`src/ssp_pkg.sv`:
```
/*
  Shared constants, field positions and state codes for the synchronous serial port core.
  Assumes a single 125 MHz system clock and a design compiled after this package.
*/
`default_nettype none
package ssp_pkg;
  localparam int unsigned     FIFO_W        = 16;
  localparam int unsigned     FIFO_D        = 8;
  localparam int unsigned     PTR_W         = 3;
  localparam int unsigned     CNT_W         = 4;
  localparam logic [3:0]      HALF_LEVEL    = 4'h4;
  localparam logic [3:0]      WIDTH_MIN_M1  = 4'h3;
  localparam logic [3:0]      WIDTH_MAX_M1  = 4'hf;
  localparam logic [6:0]      PSC_HALF_MIN  = 7'h01;
  localparam int unsigned     SYS_CLK_HZ    = 125_000_000;
  localparam int unsigned     NOMINAL_HZ    = 50_000_000;
  localparam int unsigned     MIN_RATE_HZ   = 2_000_000;
  localparam int unsigned     MASTER_RATIO  = 2;
  localparam int unsigned     SLAVE_RATIO   = 12;
  localparam int unsigned     TIMEOUT_BITS  = 32;
  localparam logic [6:0]      TIMEOUT_HALF  = 7'((2 * TIMEOUT_BITS) & 8'h7f);
  localparam int unsigned     ST_TXS        = 0;
  localparam int unsigned     ST_RXS        = 1;
  localparam int unsigned     ST_RTO        = 2;
  localparam int unsigned     ST_OVR        = 3;
  localparam logic [3:0]      STATUS_RESET  = 4'h0;
  localparam logic [15:0]     ONES16        = 16'hffff;

  typedef enum logic [2:0] {
    SSP_IDLE  = 3'b000,
    SSP_LEAD  = 3'b001,
    SSP_HIGH  = 3'b011,
    SSP_LOW   = 3'b111,
    SSP_TRAIL = 3'b010
  } ssp_state_e;
endpackage : ssp_pkg
`default_nettype wire

```
`src/ssp_fifo.sv`:
```
/*
  Eight-entry, sixteen-bit first-in first-out store with registered head data.
  Assumes the clock and synchronised reset of the port core.
*/
`timescale 1ns/1ps
`default_nettype none
module ssp_fifo
  import ssp_pkg::*;
(
  input  wire logic              clk,
  input  wire logic              rst_n,
  input  wire logic              in_valid,
  input  wire logic [FIFO_W-1:0] in_data,
  output logic                   in_ready,
  output logic                   out_valid,
  output logic [FIFO_W-1:0]      out_data,
  input  wire logic              out_ready,
  output logic [CNT_W-1:0]       count
);
  logic [FIFO_W-1:0] mem_q [FIFO_D];
  logic [PTR_W-1:0]  wr_q, wr_d, rd_q, rd_d;
  logic [CNT_W-1:0]  cnt_q, cnt_d;
  logic              rdy_q, vld_q;
  logic [FIFO_W-1:0] head_q, head_d;
  logic              push, pop;

  always_comb begin
    push = in_valid && rdy_q;
    pop  = out_ready && vld_q;
    wr_d = push ? wr_q + 3'h1 : wr_q;
    rd_d = pop ? rd_q + 3'h1 : rd_q;
    cnt_d = cnt_q + {3'h0, push} - {3'h0, pop};
    // Bypass keeps the head correct when a word lands in the slot being read.
    head_d = (push && wr_q == rd_d) ? in_data : mem_q[rd_d];
  end

  always_ff @(posedge clk) begin
    if (push) begin
      mem_q[wr_q] <= in_data;
    end
  end

  always_ff @(posedge clk or negedge rst_n) begin
    if (!rst_n) begin
      wr_q   <= '0;
      rd_q   <= '0;
      cnt_q  <= '0;
      rdy_q  <= 1'b1;
      vld_q  <= 1'b0;
      head_q <= '0;
    end else begin
      wr_q   <= wr_d;
      rd_q   <= rd_d;
      cnt_q  <= cnt_d;
      rdy_q  <= cnt_d != CNT_W'(FIFO_D);
      vld_q  <= cnt_d != '0;
      head_q <= head_d;
    end
  end

  assign in_ready  = rdy_q;
  assign out_valid = vld_q;
  assign out_data  = head_q;
  assign count     = cnt_q;

  fifo_bound_a: assert property (@(posedge clk) disable iff (!rst_n)
    cnt_q == 4'h8 |-> !rdy_q) else $error("full store still accepts words");
endmodule : ssp_fifo
`default_nettype wire

```
`src/ssp_skid.sv`:
```
/*
  Two-entry buffer with valid and ready on both sides; all outputs are registered.
  Assumes the clock and synchronised reset of the port core.
*/
`timescale 1ns/1ps
`default_nettype none
module ssp_skid
  import ssp_pkg::*;
(
  input  wire logic              clk,
  input  wire logic              rst_n,
  input  wire logic              in_valid,
  input  wire logic [FIFO_W-1:0] in_data,
  output logic                   in_ready,
  output logic                   out_valid,
  output logic [FIFO_W-1:0]      out_data,
  input  wire logic              out_ready
);
  logic              ov_q, ov_d, sv_q, sv_d, rdy_q;
  logic [FIFO_W-1:0] od_q, od_d, sd_q, sd_d;
  logic              take;

  always_comb begin
    take = in_valid && rdy_q;
    ov_d = ov_q;
    od_d = od_q;
    sv_d = sv_q;
    sd_d = sd_q;
    if (ov_q && !out_ready) begin
      if (take) begin
        sd_d = in_data;
        sv_d = 1'b1;
      end
    end else if (sv_q) begin
      od_d = sd_q;
      ov_d = 1'b1;
      sv_d = take;
      if (take) begin
        sd_d = in_data;
      end
    end else begin
      ov_d = take;
      if (take) begin
        od_d = in_data;
      end
    end
  end

  always_ff @(posedge clk or negedge rst_n) begin
    if (!rst_n) begin
      ov_q  <= 1'b0;
      sv_q  <= 1'b0;
      od_q  <= '0;
      sd_q  <= '0;
      rdy_q <= 1'b1;
    end else begin
      ov_q  <= ov_d;
      sv_q  <= sv_d;
      od_q  <= od_d;
      sd_q  <= sd_d;
      rdy_q <= !sv_d;
    end
  end

  assign in_ready  = rdy_q;
  assign out_valid = ov_q;
  assign out_data  = od_q;

  skid_hold_a: assert property (@(posedge clk) disable iff (!rst_n)
    ov_q && !out_ready |=> ov_q && $stable(od_q)) else $error("stalled word changed");
endmodule : ssp_skid
`default_nettype wire

```
`src/ssp_core.sv`:
```
/*
  Synchronous serial port core: divider, master and slave shifters, buffers and events.
  Assumes control inputs held steady during frames and pins driven by the board through
  the enables given here.
*/
// Operation
// - Port runs as serial clock master or as slave of an outside master.
// - Frame width is programmable from 4 to 16 bits.
// - Loopback returns transmitted bits to the receive shifter.
// - First divider stage divides by an even prescale from 2 to 254.
// - Second stage divides by one plus the serial clock rate field.
// - Bit clock equals system clock over prescale times rate plus one.
// - Divider settings reach bit rates of 2 MHz and above.
// - Master divider keeps system clock at least twice the bit clock.
// - Transmit store holds eight 16-bit words until shifted out.
// - A data write pushes the word into the transmit store.
// - Words from the transmit store are shifted out in both roles.
// - Receive store holds eight 16-bit words; a data read pops oldest.
// - Received bits fill the shifter, then load whole into the receive store.
// - Four events: transmit service, receive service, timeout and overrun.
// - All events are ORed into one interrupt request.
// - Each event has a mask bit; one lets it reach the request.
// - Bit clock rests inactive when idle and toggles only during frames.
// - Timeout rises after a quiet bit clock while the receive store, not the two-entry read buffer, holds words.
// - Frames go out most significant bit first.
`timescale 1ns/1ps
`default_nettype none
module ssp_core
  import ssp_pkg::*;
(
  input  wire logic              clk,
  input  wire logic              reset_n,
  input  wire logic              port_enable,
  input  wire logic              master_mode,
  input  wire logic              loopback,
  input  wire logic [3:0]        frame_size_m1,
  input  wire logic [7:0]        clock_prescale_divisor,
  input  wire logic [7:0]        serial_clock_rate_field,
  input  wire logic [3:0]        interrupt_mask,
  input  wire logic              overrun_clear,
  input  wire logic              wr_valid,
  input  wire logic [FIFO_W-1:0] wr_data,
  output logic                   wr_ready,
  output logic                   rd_valid,
  output logic [FIFO_W-1:0]      rd_data,
  input  wire logic              rd_ready,
  output logic [3:0]             raw_status,
  output logic [3:0]             masked_status,
  output logic                   irq,
  input  wire logic              serial_bit_clock_i,
  output logic                   serial_bit_clock_o,
  output logic                   serial_bit_clock_oe,
  input  wire logic              frame_select_line_n_i,
  output logic                   frame_select_line_n_o,
  output logic                   frame_select_line_n_oe,
  output logic                   serial_transmit_line_o,
  output logic                   serial_transmit_line_oe,
  input  wire logic              serial_receive_line
);
  logic [1:0]        rs_q;
  logic              rst_n;
  logic [2:0]        s1_q, s2_q;
  logic [1:0]        s3_q;
  ssp_state_e        st_q, st_d;
  logic [6:0]        pre_q, pre_d;
  logic [7:0]        scr_q, scr_d;
  logic [15:0]       tsh_q, tsh_d, rsh_q, rsh_d;
  logic [3:0]        bit_q, bit_d;
  logic              sclk_q, sclk_d, fss_q, fss_d, txd_q, txd_d, slv_q, slv_d;
  logic [6:0]        to_q, to_d;
  logic [3:0]        raw_q, raw_d, mis_q, mis_d;
  logic              irq_q, irq_d, sck_oe_q, fss_oe_q, txoe_q, txoe_d;
  logic [6:0]        psc_half;
  logic              pre_tick, half_tick, rx_bit, s_rise, s_fall, s_start, s_sel;
  logic [3:0]        wm1;
  logic [15:0]       mask16, tx_load;
  logic              tx_valid, tx_pop, rx_push, rx_in_ready, rxf_valid, rxf_pop;
  logic [15:0]       tx_word, rxf_data;
  logic [3:0]        tx_count, rx_count;

  // Reset is released through two flops so every flop leaves reset on the same edge.
  always_ff @(posedge clk or negedge reset_n) begin
    if (!reset_n) begin
      rs_q <= 2'h0;
    end else begin
      rs_q <= {rs_q[0], 1'b1};
    end
  end
  assign rst_n = rs_q[1];

  // Pins from the far side pass two flops; the third stage only feeds edge detection.
  always_ff @(posedge clk or negedge rst_n) begin
    if (!rst_n) begin
      s1_q <= 3'h2;
      s2_q <= 3'h2;
      s3_q <= 2'h2;
    end else begin
      s1_q <= {serial_receive_line, frame_select_line_n_i, serial_bit_clock_i};
      s2_q <= s1_q;
      s3_q <= s2_q[1:0];
    end
  end

  ssp_fifo u_txf (
    .clk       (clk),
    .rst_n     (rst_n),
    .in_valid  (wr_valid),
    .in_data   (wr_data),
    .in_ready  (wr_ready),
    .out_valid (tx_valid),
    .out_data  (tx_word),
    .out_ready (tx_pop),
    .count     (tx_count)
  );

  ssp_fifo u_rxf (
    .clk       (clk),
    .rst_n     (rst_n),
    .in_valid  (rx_push),
    .in_data   (rsh_d & mask16),
    .in_ready  (rx_in_ready),
    .out_valid (rxf_valid),
    .out_data  (rxf_data),
    .out_ready (rxf_pop),
    .count     (rx_count)
  );

  // A stalled reader holds words in this buffer instead of losing them.
  ssp_skid u_rd (
    .clk       (clk),
    .rst_n     (rst_n),
    .in_valid  (rxf_valid),
    .in_data   (rxf_data),
    .in_ready  (rxf_pop),
    .out_valid (rd_valid),
    .out_data  (rd_data),
    .out_ready (rd_ready)
  );

  always_comb begin
    wm1 = (frame_size_m1 < WIDTH_MIN_M1) ? WIDTH_MIN_M1 : frame_size_m1;
    mask16 = ONES16 >> (WIDTH_MAX_M1 - wm1);
    tx_load = tx_word << (WIDTH_MAX_M1 - wm1);
    // Half of an even prescale; the low bit is ignored so odd values round down.
    psc_half = (clock_prescale_divisor[7:1] == 7'h0) ? PSC_HALF_MIN
             : clock_prescale_divisor[7:1];
    pre_tick = pre_q == psc_half - 7'h1;
    half_tick = pre_tick && scr_q == serial_clock_rate_field;
    pre_d = pre_tick ? 7'h0 : pre_q + 7'h1;
    scr_d = scr_q;
    if (half_tick) begin
      scr_d = 8'h0;
    end else if (pre_tick) begin
      scr_d = scr_q + 8'h1;
    end
    s_sel   = !s2_q[1];
    s_start = s3_q[1] && !s2_q[1];
    s_rise  = !s3_q[0] && s2_q[0];
    s_fall  = s3_q[0] && !s2_q[0];
    rx_bit  = loopback ? txd_q : s2_q[2];
  end

  always_comb begin
    st_d = st_q;
    tsh_d = tsh_q;
    rsh_d = rsh_q;
    bit_d = bit_q;
    sclk_d = sclk_q;
    fss_d = fss_q;
    txd_d = txd_q;
    slv_d = slv_q;
    tx_pop = 1'b0;
    rx_push = 1'b0;
    txoe_d = 1'b0;
    if (port_enable && master_mode) begin
      txoe_d = 1'b1;
      unique case (st_q)
        SSP_IDLE: begin
          sclk_d = 1'b0;
          fss_d = 1'b1;
          if (half_tick && tx_valid) begin
            tx_pop = 1'b1;
            tsh_d = tx_load;
            txd_d = tx_load[15];
            fss_d = 1'b0;
            bit_d = 4'h0;
            st_d = SSP_LEAD;
          end
        end
        SSP_LEAD, SSP_LOW: begin
          if (half_tick) begin
            sclk_d = 1'b1;
            rsh_d = {rsh_q[14:0], rx_bit};
            st_d = SSP_HIGH;
          end
        end
        SSP_HIGH: begin
          if (half_tick) begin
            sclk_d = 1'b0;
            if (bit_q == wm1) begin
              rx_push = 1'b1;
              st_d = SSP_TRAIL;
            end else begin
              bit_d = bit_q + 4'h1;
              tsh_d = {tsh_q[14:0], 1'b0};
              txd_d = tsh_q[14];
              st_d = SSP_LOW;
            end
          end
        end
        SSP_TRAIL: begin
          if (half_tick) begin
            fss_d = 1'b1;
            st_d = SSP_IDLE;
          end
        end
        default: begin
          st_d = SSP_IDLE;
        end
      endcase
    end else begin
      st_d = SSP_IDLE;
      sclk_d = 1'b0;
      fss_d = 1'b1;
      // Slave edges are seen two flops late, hence the limit on the outside clock rate.
      if (port_enable && s_start) begin
        tx_pop = tx_valid;
        tsh_d = tx_valid ? tx_load : 16'h0;
        txd_d = tx_valid ? tx_load[15] : 1'b0;
        bit_d = 4'h0;
        slv_d = 1'b1;
      end else if (port_enable && s_sel && slv_q) begin
        txoe_d = 1'b1;
        if (s_rise) begin
          rsh_d = {rsh_q[14:0], rx_bit};
          if (bit_q == wm1) begin
            rx_push = 1'b1;
            slv_d = 1'b0;
          end
        end else if (s_fall) begin
          bit_d = bit_q + 4'h1;
          tsh_d = {tsh_q[14:0], 1'b0};
          txd_d = tsh_q[14];
        end
      end else if (!s_sel) begin
        slv_d = 1'b0;
      end
    end
  end

  always_comb begin
    to_d = to_q;
    if (rx_count == 4'h0 || st_q != SSP_IDLE || (s_sel && !master_mode)) begin
      to_d = 7'h0;
    end else if (half_tick && to_q != TIMEOUT_HALF) begin
      to_d = to_q + 7'h1;
    end
    raw_d[ST_TXS] = tx_count <= HALF_LEVEL;
    raw_d[ST_RXS] = rx_count >= HALF_LEVEL;
    // The store may drain while the count still stands, so the flag also needs data held.
    raw_d[ST_RTO] = (to_q == TIMEOUT_HALF) && (rx_count != 4'h0);
    // A new overrun wins over a clear in the same cycle.
    raw_d[ST_OVR] = (rx_push && !rx_in_ready)
                  || (raw_q[ST_OVR] && !overrun_clear);
    mis_d = raw_d & interrupt_mask;
    irq_d = |mis_d;
  end

  always_ff @(posedge clk or negedge rst_n) begin
    if (!rst_n) begin
      st_q <= SSP_IDLE;
      pre_q <= 7'h0;
      scr_q <= 8'h0;
      tsh_q <= 16'h0;
      rsh_q <= 16'h0;
      bit_q <= 4'h0;
      sclk_q <= 1'b0;
      fss_q <= 1'b1;
      txd_q <= 1'b0;
      slv_q <= 1'b0;
      txoe_q <= 1'b0;
      sck_oe_q <= 1'b0;
      fss_oe_q <= 1'b0;
      to_q <= 7'h0;
      raw_q <= STATUS_RESET;
      mis_q <= STATUS_RESET;
      irq_q <= 1'b0;
    end else begin
      st_q <= st_d;
      pre_q <= pre_d;
      scr_q <= scr_d;
      tsh_q <= tsh_d;
      rsh_q <= rsh_d;
      bit_q <= bit_d;
      sclk_q <= sclk_d;
      fss_q <= fss_d;
      txd_q <= txd_d;
      slv_q <= slv_d;
      txoe_q <= txoe_d;
      sck_oe_q <= port_enable && master_mode;
      fss_oe_q <= port_enable && master_mode;
      to_q <= to_d;
      raw_q <= raw_d;
      mis_q <= mis_d;
      irq_q <= irq_d;
    end
  end

  assign serial_bit_clock_o = sclk_q;
  assign serial_bit_clock_oe = sck_oe_q;
  assign frame_select_line_n_o = fss_q;
  assign frame_select_line_n_oe = fss_oe_q;
  assign serial_transmit_line_o = txd_q;
  assign serial_transmit_line_oe = txoe_q;
  assign raw_status = raw_q;
  assign masked_status = mis_q;
  assign irq = irq_q;

  idle_clock_a: assert property (@(posedge clk) disable iff (!rst_n)
    $past(st_q) == SSP_IDLE && st_q == SSP_IDLE |-> !sclk_q) else $error("clock moved idle");
  irq_or_a: assert property (@(posedge clk) disable iff (!rst_n)
    irq_q == |(raw_q & $past(interrupt_mask))) else $error("request not OR of masked events");
  mask_gate_a: assert property (@(posedge clk) disable iff (!rst_n)
    mis_q == (raw_q & $past(interrupt_mask))) else $error("mask not applied");
  overrun_set_a: assert property (@(posedge clk) disable iff (!rst_n)
    rx_push && !rx_in_ready |=> raw_q[ST_OVR]) else $error("overrun missed");
  tx_service_a: assert property (@(posedge clk) disable iff (!rst_n)
    $past(rst_n) |-> raw_q[ST_TXS] == ($past(tx_count) <= 4'h4))
    else $error("transmit service wrong");
  rx_service_a: assert property (@(posedge clk) disable iff (!rst_n)
    raw_q[ST_RXS] == ($past(rx_count) >= 4'h4)) else $error("receive service wrong");
  frame_bits_a: assert property (@(posedge clk) disable iff (!rst_n)
    rx_push && master_mode |-> bit_q == wm1) else $error("frame length wrong");
  frame_start_a: assert property (@(posedge clk) disable iff (!rst_n)
    st_q == SSP_IDLE && st_d == SSP_LEAD |=> !fss_q && txd_q == $past(tx_load[15])) else $error("frame start wrong");
  timeout_empty_a: assert property (@(posedge clk) disable iff (!rst_n)
    $past(rx_count) == 4'h0 |-> !raw_q[ST_RTO]) else $error("timeout with empty store");
endmodule : ssp_core
`default_nettype wire

```
`config.mk`:
```
export PLATFORM = sky130hd
export DESIGN_NAME = ssp_core
export DESIGN_NICKNAME = d
export VERILOG_FILES = /design/src/ssp_pkg.sv /design/src/ssp_fifo.sv /design/src/ssp_skid.sv /design/src/ssp_core.sv
export SDC_FILE = /design/constraint.sdc
export NUM_CORES = 1
export LEC_CHECK = 0
export BUFFER_PORTS_ARGS = -buffer_cell sky130_fd_sc_hd__buf_2
export CAP_MARGIN = 20
export CORE_MARGIN = 4
export CORE_UTILIZATION = 45
export DETAILED_ROUTE_END_ITERATION = 8
export HOLD_SLACK_MARGIN = 0.03
export MAX_ROUTING_LAYER = met4
export PLACE_DENSITY = 0.72
export SLEW_MARGIN = 30
export SYNTH_ARGS = -nofsm -noshare
export SYNTH_HDL_FRONTEND = slang
export SYNTH_SLANG_ARGS = --single-unit
```
`constraint.sdc`:
```
create_clock -name clk -period 5.14 [get_ports clk]
set_clock_uncertainty 0.2 [all_clocks]
set_input_delay 0.257 -clock clk [delete_from_list [all_inputs] [get_ports clk]]
set_output_delay 0.257 -clock clk [all_outputs]
set_load 0.01 [all_outputs]
```
==> results.json <==
{
  "viasPerCell": 5.86,
  "worstSkewPairLatency_ns": 0.60,
  "numPortBuffers": 82,
  "crit_required_ns": 5.41,
  "worstMarginPinSlew_ns": 0.914,
  "reg2reg_slack_ns": 0.86,
  "synth_top_area_cell": "edfxtp_1",
  "die_h_um": 220,
  "path_buf_inv": 3,
  "p_per_area_nw_per_um2": 526,
  "crit_start": "pre_q[3]",
  "synth.distinct_cells": 60,
  "final_core_util_pct": 52.8,
  "fmaxAchievable_ghz": 0.234,
  "ant_nets": 0,
  "synth-seq-cells": 432,
  "cts.clk_slew.worst_paths_ns": 0.06,
  "cts.repair.resized": 0,
  "synthArstFlopShare_pct": 40.7,
  "fin_crit_ns": 4.28,
  "r2r-end": "u_rxf.out_valid",
  "synth_area_um2": 20200,
  "critPathTopFamily": "simple AND/OR/NAND/NOR gates",
  "p_total_mw": 12.3,
  "yosysTopAreaCellShare_pct": 38.0,
  "drc": 0,
  "cts_root_buf": "clkbuf_16",
  "num-fill-cells": 3691,
  "reg2reg_from": "pre_q[3]",
  "timing.slew.headroom_pct": 39.1,
  "rsz0062_at_grt": "no",
  "final_nets": 1840,
  "syn_inst": 1673,
  "ys_seq_area_share_pct": 59.8,
  "grt.overflow.total": 0,
  "dieArea_um2": 48400,
  "status": "finished, final reports clean",
  "arrival_ns": 4.55,
  "slowest_delay_ns": 0.51,
  "grt_pass1_vias": 13967,
  "path_max_fanout": 8,
  "syn-num-nets": 1747,
  "start_util_pct": 45.7,
  "core-area_um2": 44300,
  "hold-path-cell-count": 2,
  "io_pins": 84,
  "timing.hold.ws_ns": 0.103,
  "cts_buffers": 45,
  "antenna_found_initial": 3,
  "first_iter_violations": 1152,
  "finalSetupViolations": 0,
  "drive_gt1_share_pct": 15.9,
  "crit_path_end": "u_rxf.out_valid",
  "htreeDepth": 2,
  "cp-end-kind": "flip-flop",
  "critical_path_class": "flip-flop to flip-flop",
  "grt_pass1_wl_um": 73300,
  "first_pass_iters": 5,
  "synth_flop_cell": "edfxtp_1",
  "start_kind": "flip-flop",
  "grt_max_degree": 115,
  "drt_wl_total_um": 45800,
  "finalCritPeriodShare_pct": 83.3,
  "worst-path-stages": 14,
  "num_rows": 77,
  "path_common_cell": "inv_1",
  "cts.path.max_buffers": 3,
  "wl_per_cell_um": 19.1,
  "crit_slowest_cell": "fa_1",
  "crit_chain": "xnor2_1 -> nor4b_1 -> o31ai_1 -> a2111oi_4 -> buf_4 -> nand3_1 -> o21a_1 -> nor3b_2 -> ha_1 -> inv_1 -> fa_1 -> inv_1 -> nor3_1 -> nand2b_1",
  "synth.avg_cell_area_um2": 12.1,
  "leakagePower_nw": 8.98,
  "place_area_um2": 21500,
  "dp_hpwl_um": 27500,
  "fp.dieW_um": 220,
  "syn_to_final_growth_pct": 15.6,
  "design_area_um2": 23400,
  "clkSinkCount": 432,
  "hold_path.class": "primary input to flip-flop",
  "grt_usage_pct": 19.4,
  "irDropWorstVdd_uv": 380,
  "vias": 14062,
  "tns_ns": 0,
  "ctsHoldBuffers": 35,
  "finalHoldViolCount": 0,
  "reg2reg_depth": 14,
  "synth_edf_count": 256,
  "max-cap-violations": 0,
  "synth.area.top_cells": "edfxtp_1 38%, dfrtp_1 21%, mux2i_1 6.8%",
  "cts_setup_buffers": 0,
  "drv_slew": 0,
  "cts_tree": "done",
  "gp_congestion": 0.874,
  "yosysWarnings": 0
}
cell usage after synthesis (11+ instances only):
library cell  count
xnor2_1          36
nand3_1          12
nand2_1         119
nor2_1          129
mux4_2           18
a221oi_1        144
mux2_2           30
xor2_1           15
a21oi_1         160
and3_1           11
nor3_1           16
dfrtp_1         169
o21ai_0          78
nand2b_1         13
a32oi_1          17
mux2i_1         137
ha_1             21
edfxtp_1        256
clkbuf_1        103
inv_1            65
layout by cell type, fill, tap and decap left out, drive strengths merged, types with 67 or more instances in the layout:
cell    Yosys  layout
a221oi    144     144
inv        66      67
dfrtp     169     169
nand2     119     119
o21ai      79      79
mux2i     137     137
nor2      129     129
buf        14     128
a21oi     160     160
edfxtp    256     256
through the flow:
stage	cells	worst slack, ns
2_1_floorplan	1673	0.623
3_3_place_gp	2275	0.535
3_5_place_dp	2275	0.341
4_1_cts	2394	0.831
5_1_grt	2398	0.517
6_report	2398	0.859
kinds of logic (layout without fill, tap and decap cells):
| family | count (synthesis) | in the layout | synth area share [%] |
|---|---|---|---|
| compound gates | 444 | 444 | 14.7 |
| flops | 432 | 432 | 59.8 |
| other cells | 1 | 4 | 0.0185 |
| fa+ha+maj | 23 | 23 | 1.50 |
| mux | 185 | 185 | 10.4 |
| xor+xnor | 51 | 51 | 2.21 |
| buf+inv | 184 | 314 | 3.47 |
| simple gates | 353 | 353 | 7.91 |
metal layers:
| layer | part of all wire (%) | global-route usage, % | vias to the layer above | routed length (um) |
|---|---|---|---|---|
| li1 | - | - | 6501 | - |
| met2 | 50 | 32.1 | 500 | 22900 |
| met4 | 1.9 | 5.36 | 0 | 864 |
| met3 | 6.7 | 3.54 | 84 | 3050 |
| met5 | 0 | - | - | 0 |
| met1 | 41 | 24.6 | 6977 | 19000 |
worst min path at each step:
stage                     startpoint  endpoint  slack [ns]
2_1_floorplan                reset_n   rs_q[0]       -0.24
3_3_place_gp                 reset_n   rs_q[0]       -0.16
3_5_place_dp                 reset_n   rs_q[0]       -0.16
4_1_cts          serial_receive_line   s1_q[2]        0.08
5_1_grt          serial_receive_line   s1_q[2]        0.10
6_report       frame_select_line_n_i   s1_q[1]        0.10
cell type report:
class	count	area (um^2)	share of cell area, %
clock buffers	63	1240	5.31
inverters	67	251	1.07
multi-input cells	1057	7630	32.6
diodes	3	7.51	0.0321
well taps	592	741	3.17
repair buffers	163	1190	5.08
clock inverters	21	236	1.01
flip-flops and latches	432	12100	51.7
sequential cells by signal, indices dropped and copies added, names as in the netlist, 15 cells and up:
register,count
u_rxf.mem_q,128
u_txf.out_data,16
u_rd.sd_q,16
u_rxf.out_data,16
rsh_q,16
tsh_q,15
u_rd.out_data,16
u_txf.mem_q,128
power by group:
part	total [mW]	internal, mW	leakage (nW)	switching [mW]
logic	4.35	1.93	3.73	2.41
clock network	3.22	1.86	0.723	1.36
registers	4.74	4.30	4.53	0.448
total	12.3	8.09	8.98	4.22
No activity file was read; power rests on OpenSTA's default activity.
